<file path="config.mk">
export PLATFORM = sky130hd
export DESIGN_NAME = spl_loader
export DESIGN_NICKNAME = d
export VERILOG_FILES = /design/src/logic/spl_pkg.sv /design/src/logic/spl_loader.sv
export SDC_FILE = /design/constraint.sdc
export NUM_CORES = 1
export LEC_CHECK = 0
export BUFFER_PORTS_ARGS = -buffer_cell sky130_fd_sc_hd__buf_4
export CAP_MARGIN = 10
export CORE_ASPECT_RATIO = 1.2
export CORE_MARGIN = 2
export CORE_UTILIZATION = 49
export CTS_CLUSTER_SIZE = 24
export DETAILED_ROUTE_END_ITERATION = 6
export GPL_ROUTABILITY_DRIVEN = 0
export GPL_TIMING_DRIVEN = 0
export PLACE_DENSITY = 0.83
export SLEW_MARGIN = 5
export SYNTH_ARGS = -nofsm -noshare
export SYNTH_HDL_FRONTEND = slang
export SYNTH_SLANG_ARGS = --single-unit
</file>
<file path="constraint.sdc">
create_clock -name clk_sys -period 2.61 [get_ports clk_sys]
set_clock_uncertainty 0.1 [all_clocks]
set_input_delay 0.1305 -clock clk_sys [delete_from_list [all_inputs] [get_ports clk_sys]]
set_output_delay 0.1305 -clock clk_sys [all_outputs]
set_load 0.05 [all_outputs]
</file>
<file path="src/logic/spl_pkg.sv">
/*
 * Package of the start-up parameter loader: register map, policy and
 * accept-select codes, fault bit positions, state enum and carrier structs.
 * Assumes a single clock domain and a plain strobe register port.
 */
package spl_pkg;

	// ***********************************************
	// register map (byte offsets)
	// ***********************************************
	localparam logic [7:0] SPL_REG_POLICY  = 8'h00;
	localparam logic [7:0] SPL_REG_ACCEPT  = 8'h04;
	localparam logic [7:0] SPL_REG_FAULTS  = 8'h08;
	localparam logic [7:0] SPL_REG_FAILPAR = 8'h0C;
	localparam logic [7:0] SPL_REG_STATUS  = 8'h10;
	localparam logic [7:0] SPL_REG_CONFIRM = 8'h14;

	// ***********************************************
	// policy and accept-select codes
	// ***********************************************
	localparam logic [1:0] SPL_POLICY_NONE   = 2'h0;
	localparam logic [1:0] SPL_POLICY_ONCE   = 2'h1;
	localparam logic [1:0] SPL_POLICY_ALWAYS = 2'h2;
	localparam logic [1:0] SPL_POLICY_RESET  = 2'h1;
	localparam logic [1:0] SPL_ACCEPT_OK      = 2'h0;
	localparam logic [1:0] SPL_ACCEPT_DISCARD = 2'h2;

	// ***********************************************
	// fault register bit positions
	// ***********************************************
	localparam int SPL_FLT_CONFIRM = 0;
	localparam int SPL_FLT_AUTOLD  = 1;
	localparam int SPL_FLT_SWAPDL  = 2;
	localparam int SPL_FLT_INCOMP  = 3;

	// status bit positions
	localparam int SPL_ST_DONE   = 0;
	localparam int SPL_ST_CARD   = 1;
	localparam int SPL_ST_SWAP   = 2;
	localparam int SPL_ST_CLONED = 3;
	localparam int SPL_ST_FROMCD = 4;

	localparam logic [15:0] SPL_FAILPAR_RESET = 16'h0000;

	// commissioning stages of the fail-safe confirm and discard procedures
	localparam logic [7:0] SPL_STAGE_CONFIRM = 8'h1E;
	localparam logic [7:0] SPL_STAGE_DISCARD = 8'h5F;

	// last idle count before sampling; idle lasts one cycle longer, so the pin synchronisers are filled
	localparam logic [1:0] SPL_SYNC_WAIT = 2'h3;

	// ***********************************************
	// types
	// ***********************************************
	typedef enum logic [3:0] {
		SPL_IDLE,
		SPL_SAMPLE,
		SPL_NV_LOAD,
		SPL_CARD_LOAD,
		SPL_RUN,
		SPL_WRITEBACK,
		SPL_DISCARD
	} spl_state_e;

	typedef struct packed {
		logic [7:0]  addr;
		logic [31:0] wdata;
		logic        wr;
		logic        rd;
	} spl_bus_s;

	// card/storage copy engine request and answer
	typedef struct packed {
		logic nvToRam;
		logic cardToRam;
		logic ramToNv;
	} spl_copy_s;

	typedef struct packed {
		logic        done;
		logic        ok;
		logic        imageMissing;
		logic        incompatible;
		logic [15:0] failParam;
	} spl_copy_ans_s;

endpackage

</file>
<file path="src/logic/spl_loader.sv">
/*
 * Start-up and swap parameter loader. Decides the load path at start-up,
 * drives a copy engine (storage/card to working memory, write-back) and
 * keeps the confirmation and download-failure faults.
 * Assumes srst stands for a power cycle; the confirmation fault survives it
 * through confirmPendingNv, which the surrounding logic keeps in storage.
 */
`timescale 1ns/100ps
// Functional notes
// - policy 0 no card load, 1 load once next start, 2 load every start.
// - after a one-time load the device rewrites the policy to 0.
// - start-up without card copies storage parameters into working memory.
// - no card with policy 1 or 2 starts from storage, no fault.
// - autoload reads the fixed image; missing image raises autoload-failed fault.
// - successful autoload raises confirmation-pending fault until confirmed.
// - accept 0, input signal or panel key clears confirmation-pending fault.
// - accept 2 after a clone discards card parameters, reloads from storage.
// - writing discard also acknowledges confirmation-pending fault on standard units.
// - failed download reverts to storage set and raises a failure fault.
// - failed download from other unit reports first failing parameter number.
// - start-up download failure faults stay until the next power cycle.
// - swap at power-on loads card or storage and raises confirmation fault.
// - after acknowledge of card swap, write back to storage unless accept 2.
// - power module swap while running is detected, reloads, raises confirmation.
// - failed swap download reverts, raises confirmation plus one failure fault.
// - confirmation fault survives power cycle; failure faults cleared only by it.
// - card set from a different unit variant counts as invalid.
// - swap without card keeps only storage parameters.
module spl_loader (
	// clock and reset
	input  wire logic                   clk_sys,
	input  wire logic                   srst,
	// register port
	input  wire spl_pkg::spl_bus_s      bus,
	output logic [31:0]                 rdata,
	// pins from the card slot and swap detection
	input  wire logic                   cardPresent,
	input  wire logic                   swapAtPowerOn,
	input  wire logic                   hotSwapEvent,
	// confirmation sources and unit variant
	input  wire logic                   confirmInput,
	input  wire logic                   panelKey,
	input  wire logic                   failSafeUnit,
	input  wire logic                   acceptTestDone,
	input  wire logic [7:0]             commissioningStage,
	input  wire logic                   passwordOk,
	input  wire logic                   confirmPendingNv,
	// copy engine
	output spl_pkg::spl_copy_s          copyReq,
	input  wire spl_pkg::spl_copy_ans_s copyAns,
	// fault outputs and start-up done flag
	output logic [3:0]                  faults,
	output logic                        startupDone
);
	import spl_pkg::*;

	// ***********************************************
	// state
	// ***********************************************
	typedef struct packed {
		spl_state_e  state;
		logic [2:0]  cardSync;
		logic [2:0]  swapSync;
		logic [2:0]  hotSync;
		logic [2:0]  keySync;
		logic [2:0]  inSync;
		logic [1:0]  warm;
		logic        cardLatched;
		logic        swapLatched;
		logic        fromCard;
		logic        cloned;
		logic [1:0]  policy;
		logic [1:0]  accept;
		logic [3:0]  flt;
		logic [15:0] failParam;
		logic        done;
		logic        wbPending;
		spl_copy_s   req;
		logic [31:0] rdata;
		logic        nvSeen;
	} spl_reg_s;

	spl_reg_s cur_ff;
	spl_reg_s nxt_cur;

	function automatic logic isConfirm(input logic failSafe, input logic [7:0] stage,
		input logic pwd, input logic test);
		isConfirm = !failSafe || (test && pwd && stage == SPL_STAGE_CONFIRM);
	endfunction

	function automatic logic isDiscard(input logic failSafe, input logic [7:0] stage,
		input logic pwd, input logic test);
		isDiscard = !failSafe || (test && pwd && stage == SPL_STAGE_DISCARD);
	endfunction

	logic ackReq;
	logic discardReq;
	logic keyRise;
	logic inRise;
	logic wrAccept;

	// ***********************************************
	// next state
	// ***********************************************
	always_comb begin
		nxt_cur = cur_ff;
		nxt_cur.cardSync = {cur_ff.cardSync[1:0], cardPresent};
		nxt_cur.swapSync = {cur_ff.swapSync[1:0], swapAtPowerOn};
		nxt_cur.hotSync  = {cur_ff.hotSync[1:0], hotSwapEvent};
		nxt_cur.keySync  = {cur_ff.keySync[1:0], panelKey};
		nxt_cur.inSync   = {cur_ff.inSync[1:0], confirmInput};
		nxt_cur.req      = '0;
		// edges taken between the second and third stage only
		keyRise  = cur_ff.keySync[1] && !cur_ff.keySync[2];
		inRise   = cur_ff.inSync[1] && !cur_ff.inSync[2];
		wrAccept = bus.wr && bus.addr == SPL_REG_ACCEPT;

		// register writes
		if (bus.wr && bus.addr == SPL_REG_POLICY) begin
			nxt_cur.policy = bus.wdata[1:0];
		end
		if (wrAccept) begin
			nxt_cur.accept = bus.wdata[1:0];
		end

		ackReq = cur_ff.flt[SPL_FLT_CONFIRM] && isConfirm(failSafeUnit,
			commissioningStage, passwordOk, acceptTestDone) &&
			((wrAccept && bus.wdata[1:0] == SPL_ACCEPT_OK) ||
			inRise || keyRise);
		discardReq = wrAccept && bus.wdata[1:0] == SPL_ACCEPT_DISCARD &&
			cur_ff.cloned && isDiscard(failSafeUnit, commissioningStage,
			passwordOk, acceptTestDone);

		case (cur_ff.state)
			SPL_IDLE: begin
				// wait until the pin synchronisers hold the real levels
				nxt_cur.warm = cur_ff.warm + 2'h1;
				if (cur_ff.warm == SPL_SYNC_WAIT) begin
					nxt_cur.state = SPL_SAMPLE;
				end
			end
			SPL_SAMPLE: begin
				// path frozen for the whole start-up
				nxt_cur.cardLatched = cur_ff.cardSync[2];
				nxt_cur.swapLatched = cur_ff.swapSync[2];
				nxt_cur.flt[SPL_FLT_CONFIRM] = confirmPendingNv;
				if (cur_ff.cardSync[2] && (cur_ff.swapSync[2] ||
					cur_ff.policy != SPL_POLICY_NONE)) begin
					nxt_cur.state    = SPL_CARD_LOAD;
					nxt_cur.req.cardToRam = 1'b1;
				end else begin
					nxt_cur.state  = SPL_NV_LOAD;
					nxt_cur.req.nvToRam = 1'b1;
					if (cur_ff.swapSync[2]) begin
						nxt_cur.flt[SPL_FLT_CONFIRM] = 1'b1;
					end
				end
			end
			SPL_CARD_LOAD: begin
				if (copyAns.done) begin
					nxt_cur.flt[SPL_FLT_CONFIRM] = 1'b1;
					if (copyAns.ok) begin
						nxt_cur.fromCard = 1'b1;
						nxt_cur.cloned   = 1'b1;
						nxt_cur.wbPending = cur_ff.swapLatched;
						if (cur_ff.policy == SPL_POLICY_ONCE) begin
							nxt_cur.policy = SPL_POLICY_NONE;
						end
						nxt_cur.state = SPL_RUN;
					end else begin
						if (copyAns.incompatible) begin
							nxt_cur.flt[SPL_FLT_INCOMP] = 1'b1;
							nxt_cur.failParam = copyAns.failParam;
						end else if (copyAns.imageMissing || !cur_ff.swapLatched) begin
							nxt_cur.flt[SPL_FLT_AUTOLD] = 1'b1;
						end else begin
							nxt_cur.flt[SPL_FLT_SWAPDL] = 1'b1;
						end
						if (!cur_ff.swapLatched) begin
							nxt_cur.flt[SPL_FLT_CONFIRM] = cur_ff.flt[SPL_FLT_CONFIRM];
						end
						nxt_cur.state = SPL_NV_LOAD;
						nxt_cur.req.nvToRam = 1'b1;
					end
				end
			end
			SPL_NV_LOAD: begin
				if (copyAns.done) begin
					nxt_cur.state = SPL_RUN;
				end
			end
			SPL_RUN: begin
				nxt_cur.done = 1'b1;
				if (cur_ff.hotSync[2] == 1'b0 && cur_ff.hotSync[1]) begin
					// live power module swap
					nxt_cur.swapLatched = 1'b1;
					nxt_cur.cardLatched = cur_ff.cardSync[2];
					nxt_cur.done = 1'b0;
					if (cur_ff.cardSync[2]) begin
						nxt_cur.state = SPL_CARD_LOAD;
						nxt_cur.req.cardToRam = 1'b1;
					end else begin
						nxt_cur.state = SPL_NV_LOAD;
						nxt_cur.req.nvToRam = 1'b1;
						nxt_cur.flt[SPL_FLT_CONFIRM] = 1'b1;
					end
				end else if (discardReq) begin
					nxt_cur.flt[SPL_FLT_CONFIRM] = 1'b0;
					nxt_cur.fromCard  = 1'b0;
					nxt_cur.wbPending = 1'b0;
					nxt_cur.state = SPL_DISCARD;
					nxt_cur.req.nvToRam = 1'b1;
				end else if (ackReq) begin
					nxt_cur.flt[SPL_FLT_CONFIRM] = 1'b0;
					if (cur_ff.wbPending) begin
						nxt_cur.state = SPL_WRITEBACK;
						nxt_cur.req.ramToNv = 1'b1;
					end
				end
			end
			SPL_WRITEBACK: begin
				if (copyAns.done) begin
					nxt_cur.wbPending = 1'b0;
					nxt_cur.state = SPL_RUN;
				end
			end
			SPL_DISCARD: begin
				if (copyAns.done) begin
					nxt_cur.state = SPL_RUN;
				end
			end
			default: begin
				nxt_cur.state = SPL_IDLE;
			end
		endcase

		// read port
		nxt_cur.rdata = 32'h0000_0000;
		if (bus.rd) begin
			case (bus.addr)
				SPL_REG_POLICY:  nxt_cur.rdata = {30'h0, cur_ff.policy};
				SPL_REG_ACCEPT:  nxt_cur.rdata = {30'h0, cur_ff.accept};
				SPL_REG_FAULTS:  nxt_cur.rdata = {28'h0, cur_ff.flt};
				SPL_REG_FAILPAR: nxt_cur.rdata = {16'h0, cur_ff.failParam};
				SPL_REG_STATUS:  nxt_cur.rdata = {27'h0, cur_ff.fromCard, cur_ff.cloned,
					cur_ff.swapLatched, cur_ff.cardLatched, cur_ff.done};
				default:         nxt_cur.rdata = 32'h0000_0000;
			endcase
		end
	end

	// ***********************************************
	// registers
	// ***********************************************
	always_ff @(posedge clk_sys) begin
		if (srst) begin
			cur_ff <= '0;
			cur_ff.state  <= SPL_IDLE;
			cur_ff.policy <= SPL_POLICY_RESET;
			cur_ff.failParam <= SPL_FAILPAR_RESET;
		end else begin
			cur_ff <= nxt_cur;
		end
	end

	assign rdata       = cur_ff.rdata;
	assign copyReq     = cur_ff.req;
	assign faults      = cur_ff.flt;
	assign startupDone = cur_ff.done;

endmodule

</file>
==> results.toml, run 1 <==
[synth]
synth_area_per_cell_um2 = 8.776
synthTopCellsByArea = "dfxtp_1 (44%), buf_4 (9.4%), nand2_1 (5.3%)"
syn-instance-count = 354
ys_seq_area_frac = 0.4446
yosys.area.top_type = "dfxtp_1"
synthMuxAreaShare = 0.04591
async_flop_share = 0
synth_top_area_frac = 0.4446
synth_top_family_by_area = "simple AND/OR/NAND/NOR gates"
synth_compound_area_frac = 0.1224
synth_cell_types = 50
ys_ff_latch = 69
yosysWarningCount = 0
synth_fa_ha_area_frac = 0.004027
yosys.area_share.simple = 0.2501
syn_area_um2 = 3107
ys.flop_type = "dfxtp_1"
synth_edf_count = 0
yosys.area_share.xor_xnor = 0.002819

[sta]
slew_violations = 0
final.period_utilization = 0.7665
maxSlewHeadroom = 0.5959
setup_ws_ns = 0.6093
period_minus_slack_ns = 2.001
clock.fmax_mhz = 499.8
finalSetupViolCount = 0
finalHoldViolCount = 0
grt_setup_unrepaired = "false"
max_slew.worst_pin.slew_ns = 0.6011
setup_tns_ns = 0

[grt]
grt_pass1_wl_um = 11610
antenna_found_initial = 0
grt_max_degree = 12
grt_util_all_layers = 0.2114
grt_pass1_vias = 2634
overflow = 0

[worst_setup_path]
critPathArrivalTime_ns = 2.17
setup.worst_path.start_class = "flop"
cp_max_fo = 10
rr_worst_depth = 6
end_kind = "flop"
r2r_slack_ns = 0.61
critical_path_class = "reg -> reg"
timing.critical_path.required_ns = 2.78

[die]
design.core.area_um2 = 6090
num_rows = 31
fp.dieW_um = 76.69
die_h_um = 91.23
pin_count = 121
initial_core_util = 0.5102
fp.dieArea_um2 = 6996

[clocking]
cts_tree = "built"
cts.sinks = 69
clockBufferDepth = 2
clk_latency_ns = 0.34
clk_pin_slew_ns = 0.07
numCtsBuffers = 9
htreeDepth = 3
cts-root-buf = "clkbuf_8"

[pwr]
seqPwrFrac = 0.470
p_comb_frac = 0.211
irDropWorstVdd_uv = 366.3
p_clk_frac = 0.319
switching_share = 0.2888
intPower_mw = 1.722
power.density_nw_per_um2 = 573.5
leakage_nw = 1.853
p_switching_uw = 699.3

[finish]
fin_area_um2 = 4222
finalNetCount = 558
final_cell_mix = "buf_4 (112), dfxtp_1 (69), nand2_1 (44)"
drive_above_1_share = 0.2890
diodes = 0
final_common_cell = "buf_4"
n_fill_cell = 469
area_growth_pct = 35.88

[placement]
pre_cts_slack_ns = 0.6403
port_buffers = 73
hpwl_um = 5121
placed_area_um2 = 3814

[job]
drv_cap = 0

[drt]
wirelength_um = 7209
dr_total_vias = 2797
route.detailed.wl_per_inst_um = 12.80
route.detailed.drc = 0
ant_nets = 0
dr.pass1.iters = 4
via_per_inst = 4.968
drt_iter0_markers = 187

[worst_hold_path]
worstHoldPathType = "in -> reg"
hold_path_depth = 3

[outcome]
status = "finished clean"
==> critical path: stages (launching register included) <==
cell and delay (ns):
dfxtp_1 0.30, clkbuf_1 0.20, or3b_1 0.44, nor2_1 0.34, o21ai_0 0.25, a21oi_1 0.19, o2bb2ai_1 0.12
==> power by group through the flow <==
stage	clock network [mW]	registers [mW]	logic, mW
global placement	0	1.16	0.469
detailed placement	0	1.16	0.480
finish	0.773	1.14	0.512
floorplan	0	1.15	0.346
global route	0.835	1.14	0.559
CTS	0.785	1.14	0.509
==> per-layer routing <==
metal | track usage | wire (um) | vias to the layer above | share of wire
met5 | 0 | 0 | - | 0
li1 | - | - | 1392 | -
met4 | 0.1273 | 242 | 0 | 0.034
met1 | 0.2200 | 2718 | 1275 | 0.38
met2 | 0.3830 | 3843 | 106 | 0.53
met3 | 0.04672 | 405 | 24 | 0.056
==> cell usage after synthesis, types with 3 or more instances <==
master	count
nor2b_1	17
buf_2	5
o21ai_0	6
nand2b_1	4
dfxtp_1	69
buf_4	39
inv_1	11
nand2_1	44
nor2_1	26
mux2i_1	9
a21oi_1	30
and2_1	12
nand3_1	5
a31oi_1	6
o31ai_1	3
clkbuf_1	10
nor3_1	16
==> repair_timing <==
action                                 in CTS  in global routing
endpoints found under the hold margin      24                  0
hold buffers                               23                  0
setup buffers                               0                  0
resized for setup                           0                  0
==> stage by stage <==
step | power [mW] | utilization | hold slack (ns) | cells
floorplan | 1.498 | - | 0.1587 | 369
global placement | 1.628 | 0.6263 | 0.2411 | 524
detailed placement | 1.639 | 0.6263 | 0.2497 | 524
CTS | 2.430 | 0.6932 | 0.01947 | 563
global route | 2.537 | 0.6932 | 0.04334 | 563
finish | 2.421 | 0.6932 | 0.02905 | 563
==> final timing paths <==
kind,from,to
worst max-delay path,cur_ff[84],cur_ff[83]
worst min-delay path,bus[37],rdata[4]
worst max register to register,cur_ff[84],cur_ff[83]
worst min register to register,cur_ff[74],cur_ff[75]
==> state kept, by name (all words and copies together) (netlist names) <==
register / flops
cur_ff: 45
rdata: 16
faults: 4
copyReq: 3
startupDone: 1
==> cell type report <==
cell class,instances,area [um^2],area share
repair buffers,96,778.2,0.1844
clock inverters,4,22.52,0.005335
well taps,82,102.6,0.02430
multi-input cells,234,1381,0.3272
inverters,11,41.29,0.009781
flip-flops and latches,69,1381,0.3272
clock buffers,12,155.1,0.03675
plain buffers,55,359.1,0.08506
==> kinds of logic after synthesis <==
logic type | count (synthesis)
compound gates | 62
xor+xnor | 1
fa+ha+maj | 1
buf+inv | 66
flops | 69
mux | 11
other cells | 1
simple gates | 143
No activity file was read; power rests on OpenSTA's default activity.
==> run 2, diff against run 1 <==
--- a/config.mk
+++ b/config.mk
@@ -5,16 +5,17 @@
 export SDC_FILE = /design/constraint.sdc
 export NUM_CORES = 1
 export LEC_CHECK = 0
+export ABC_AREA = 1
 export BUFFER_PORTS_ARGS = -buffer_cell sky130_fd_sc_hd__buf_4
 export CAP_MARGIN = 10
 export CORE_ASPECT_RATIO = 1.2
 export CORE_MARGIN = 2
-export CORE_UTILIZATION = 49
+export CORE_UTILIZATION = 44
 export CTS_CLUSTER_SIZE = 24
 export DETAILED_ROUTE_END_ITERATION = 6
 export GPL_ROUTABILITY_DRIVEN = 0
 export GPL_TIMING_DRIVEN = 0
-export PLACE_DENSITY = 0.83
+export PLACE_DENSITY = 0.79
 export SLEW_MARGIN = 5
 export SYNTH_ARGS = -nofsm -noshare
 export SYNTH_HDL_FRONTEND = slang
==> constraint.sdc (replaced) <==
create_clock -name clk_sys -period 1.75 [get_ports clk_sys]
set_clock_uncertainty 0.1 [all_clocks]
set_input_delay 0.0875 -clock clk_sys [delete_from_list [all_inputs] [get_ports clk_sys]]
set_output_delay 0.0875 -clock clk_sys [all_outputs]
set_load 0.05 [all_outputs]
==> run 2 against run 1 <==
Against the previous run: synthesized cell count rose by 21%; flip-flop and latch count did not move; power grew 57%; largest cell class unchanged; critical endpoint is now cur_ff[84]; sequential share of layout area decreased by 1.8 points; die area up 15%; combinational power is 47% higher; largest power group unchanged.
==> results.toml, run 2 <==
[finish]
final_cell_mix = "buf_4 (113), inv_1 (73), dfxtp_1 (68)"
finalNetCount = 639
diodes = 0
regMostFlops = "cur_ff"
fin_area_um2 = 4467
layoutNonFillerInstCount = 652
final_common_cell = "buf_4"
n_fill_cell = 626
drive_above_1_share = 0.2989
area_growth_pct = 38.69
multi_input_area_um2 = 1269
regArea_um2 = 1383
largest_reg_flops = 45

[die]
fp.dieW_um = 82.10
num_rows = 34
design.core.area_um2 = 7189
die_h_um = 97.72
initial_core_util = 0.4480
fp.dieArea_um2 = 8023
pin_count = 121

[synth]
synth_commonest_cells = "inv_1 (73), dfxtp_1 (69), nor2_1 (56)"
ys_seq_area_frac = 0.4289
synth_area_per_cell_um2 = 7.525
yosys.area.top_type = "dfxtp_1"
synth_edf_count = 0
yosysWarningCount = 0
ys.flop_type = "dfxtp_1"
ys_ff_latch = 69
async_flop_share = 0
synthTopCellsByArea = "dfxtp_1 (43%), buf_4 (9.1%), inv_1 (8.5%)"
synth.most_common_cell = "inv_1"
synth_cell_types = 38
synth_top_area_frac = 0.4289
syn_area_um2 = 3221
syn-instance-count = 428

[sta]
clock.fmax_mhz = 614.1
final.period_utilization = 0.9305
finalSetupViolCount = 0
slew_violations = 0
finalHoldViolCount = 0
grt_setup_unrepaired = "true"
period_minus_slack_ns = 1.628

[clocking]
htreeDepth = 3
numCtsBuffers = 9
cts_tree = "built"
cts-root-buf = "clkbuf_8"
clockBufferDepth = 2
cts.sinks = 69
clk_pin_slew_ns = 0.07
clk_latency_ns = 0.34

[pwr]
seqPwrFrac = 0.448
p_clk_frac = 0.355
p_comb_frac = 0.198
power.density_nw_per_um2 = 852.4
intPower_mw = 2.743
leakage_nw = 2.060
p_switching_mw = 1.065
irDropWorstVdd_uv = 551.7
switching_share = 0.2797

[drt]
wirelength_um = 7467
drt_iter0_markers = 142
dr.pass1.iters = 5
dr_total_vias = 2961
route.detailed.wl_per_inst_um = 11.45
route.detailed.drc = 0
ant_nets = 0
via_per_inst = 4.541

[grt]
grt_pass1_wl_um = 11700
grt_max_degree = 12
grt_pass1_vias = 2841
overflow = 0
antenna_found_initial = 0
grt_util_all_layers = 0.1898

[worst_setup_path]
end_kind = "flop"
setup.worst_path.start_class = "flop"
timing.critical_path.required_ns = 1.92
cp_cell_sequence = "nor2_1 > inv_2 > nor2_1 > inv_2 > o21ai_1 > a21oi_1 > nand2_1 > nand3_1 > a21oi_1"
critPathArrivalTime_ns = 1.79
critical_path_class = "reg -> reg"
critical_path.max_stage_delay_ns = 0.37
cp_slowest_cell = "dfxtp_1"
cp_max_fo = 5
critPathBufInv = 2
critPathTopFamily = "simple AND/OR/NAND/NOR gates"

[placement]
placed_cells = 607
port_buffers = 74
placed_area_um2 = 3945
hpwl_um = 5550

[outcome]
status = "finished clean"

[worst_hold_path]
worstHoldPathType = "in -> reg"

[job]
drv_cap = 0
==> run 2: changes by cell type after synthesis, moves of 8 or more <==
cell	previous run	this run
inv_1	11	73
nor2_1	26	56
nor2b_1	17	0
and2_1	12	0
o21ai_1	2	19
inv_2	0	8
mux2i_1	9	0
==> run 2: tightest hold or removal path, delay by kind of cell <==
kind | cells | cell delay (ns)
AND/OR/NAND/NOR | 1 | 0.12
AO/OA/AOI/OAI | 1 | 0.08
buffers and inverters | 1 | 0.12
==> run 2: timing repair <==
item                                    CTS  global route
endpoints found under the setup margin    0            20
gates resized for setup                   0             6
setup buffers                             0             0
hold buffers                             29             0
hold endpoints to repair                 29             0
==> run 2: routing by layer <==
layer,wire length (um),global-route usage,vias up
met1,2927,0.1945,1321
met2,4057,0.3627,80
met4,126,0.07308,0
li1,-,-,1547
met5,0,0,-
met3,356,0.03625,13
==> run 2: final timing paths <==
check	from	cells past startpoint	endpoint	slack, ns
worst max-delay path	cur_ff[85]	9	cur_ff[84]	0.12
worst min-delay path	copyAns[19]	3	cur_ff[62]	0.01
worst max register to register	cur_ff[85]	9	cur_ff[84]	0.12
worst min register to register	cur_ff[77]	2	cur_ff[78]	0.30
==> run 2: cells by family after synthesis <==
group           after synthesis  share of synthesized area
buf+inv                     132                     0.2005
flops                        69                     0.4289
compound gates               77                     0.1434
other cells                   1                   0.001164
simple gates                148                     0.2222
fa+ha+maj                     1                   0.003884
==> run 2: stage by stage <==
step                        util  setup slack, ns  hold slack (ns)  power (mW)   TNS [ns]
after global routing      0.6213        -0.001558          0.01211       3.974  -0.001558
after detailed placement  0.5487          0.08729           0.1948       2.416          0
final                     0.6213           0.1215          0.01474       3.808          0
after floorplan                -           0.3390          0.09447       2.220          0
after global placement    0.5487           0.1429           0.1849       2.397          0
after CTS                 0.6185          0.06733          0.01045       3.801          0
==> run 2: power by group through the flow <==
| stage | sequential [mW] | clock (mW) | combinational (mW) |
|---|---|---|---|
| 2_1_floorplan | 1.72 | 0 | 0.501 |
| 3_3_place_gp | 1.73 | 0 | 0.667 |
| 3_5_place_dp | 1.73 | 0 | 0.683 |
| 4_1_cts | 1.70 | 1.37 | 0.737 |
| 5_1_grt | 1.71 | 1.43 | 0.828 |
| 6_report | 1.71 | 1.35 | 0.752 |
==> run 2: cell type report <==
class | count | share of cell area
buffer | 49 | 0.07479
clock buffer | 13 | 0.03782
clock inverter | 3 | 0.009524
inverter | 83 | 0.06975
multi-input combinational | 242 | 0.2840
sequential | 69 | 0.3095
tap | 90 | 0.02521
timing repair buffer | 103 | 0.1894
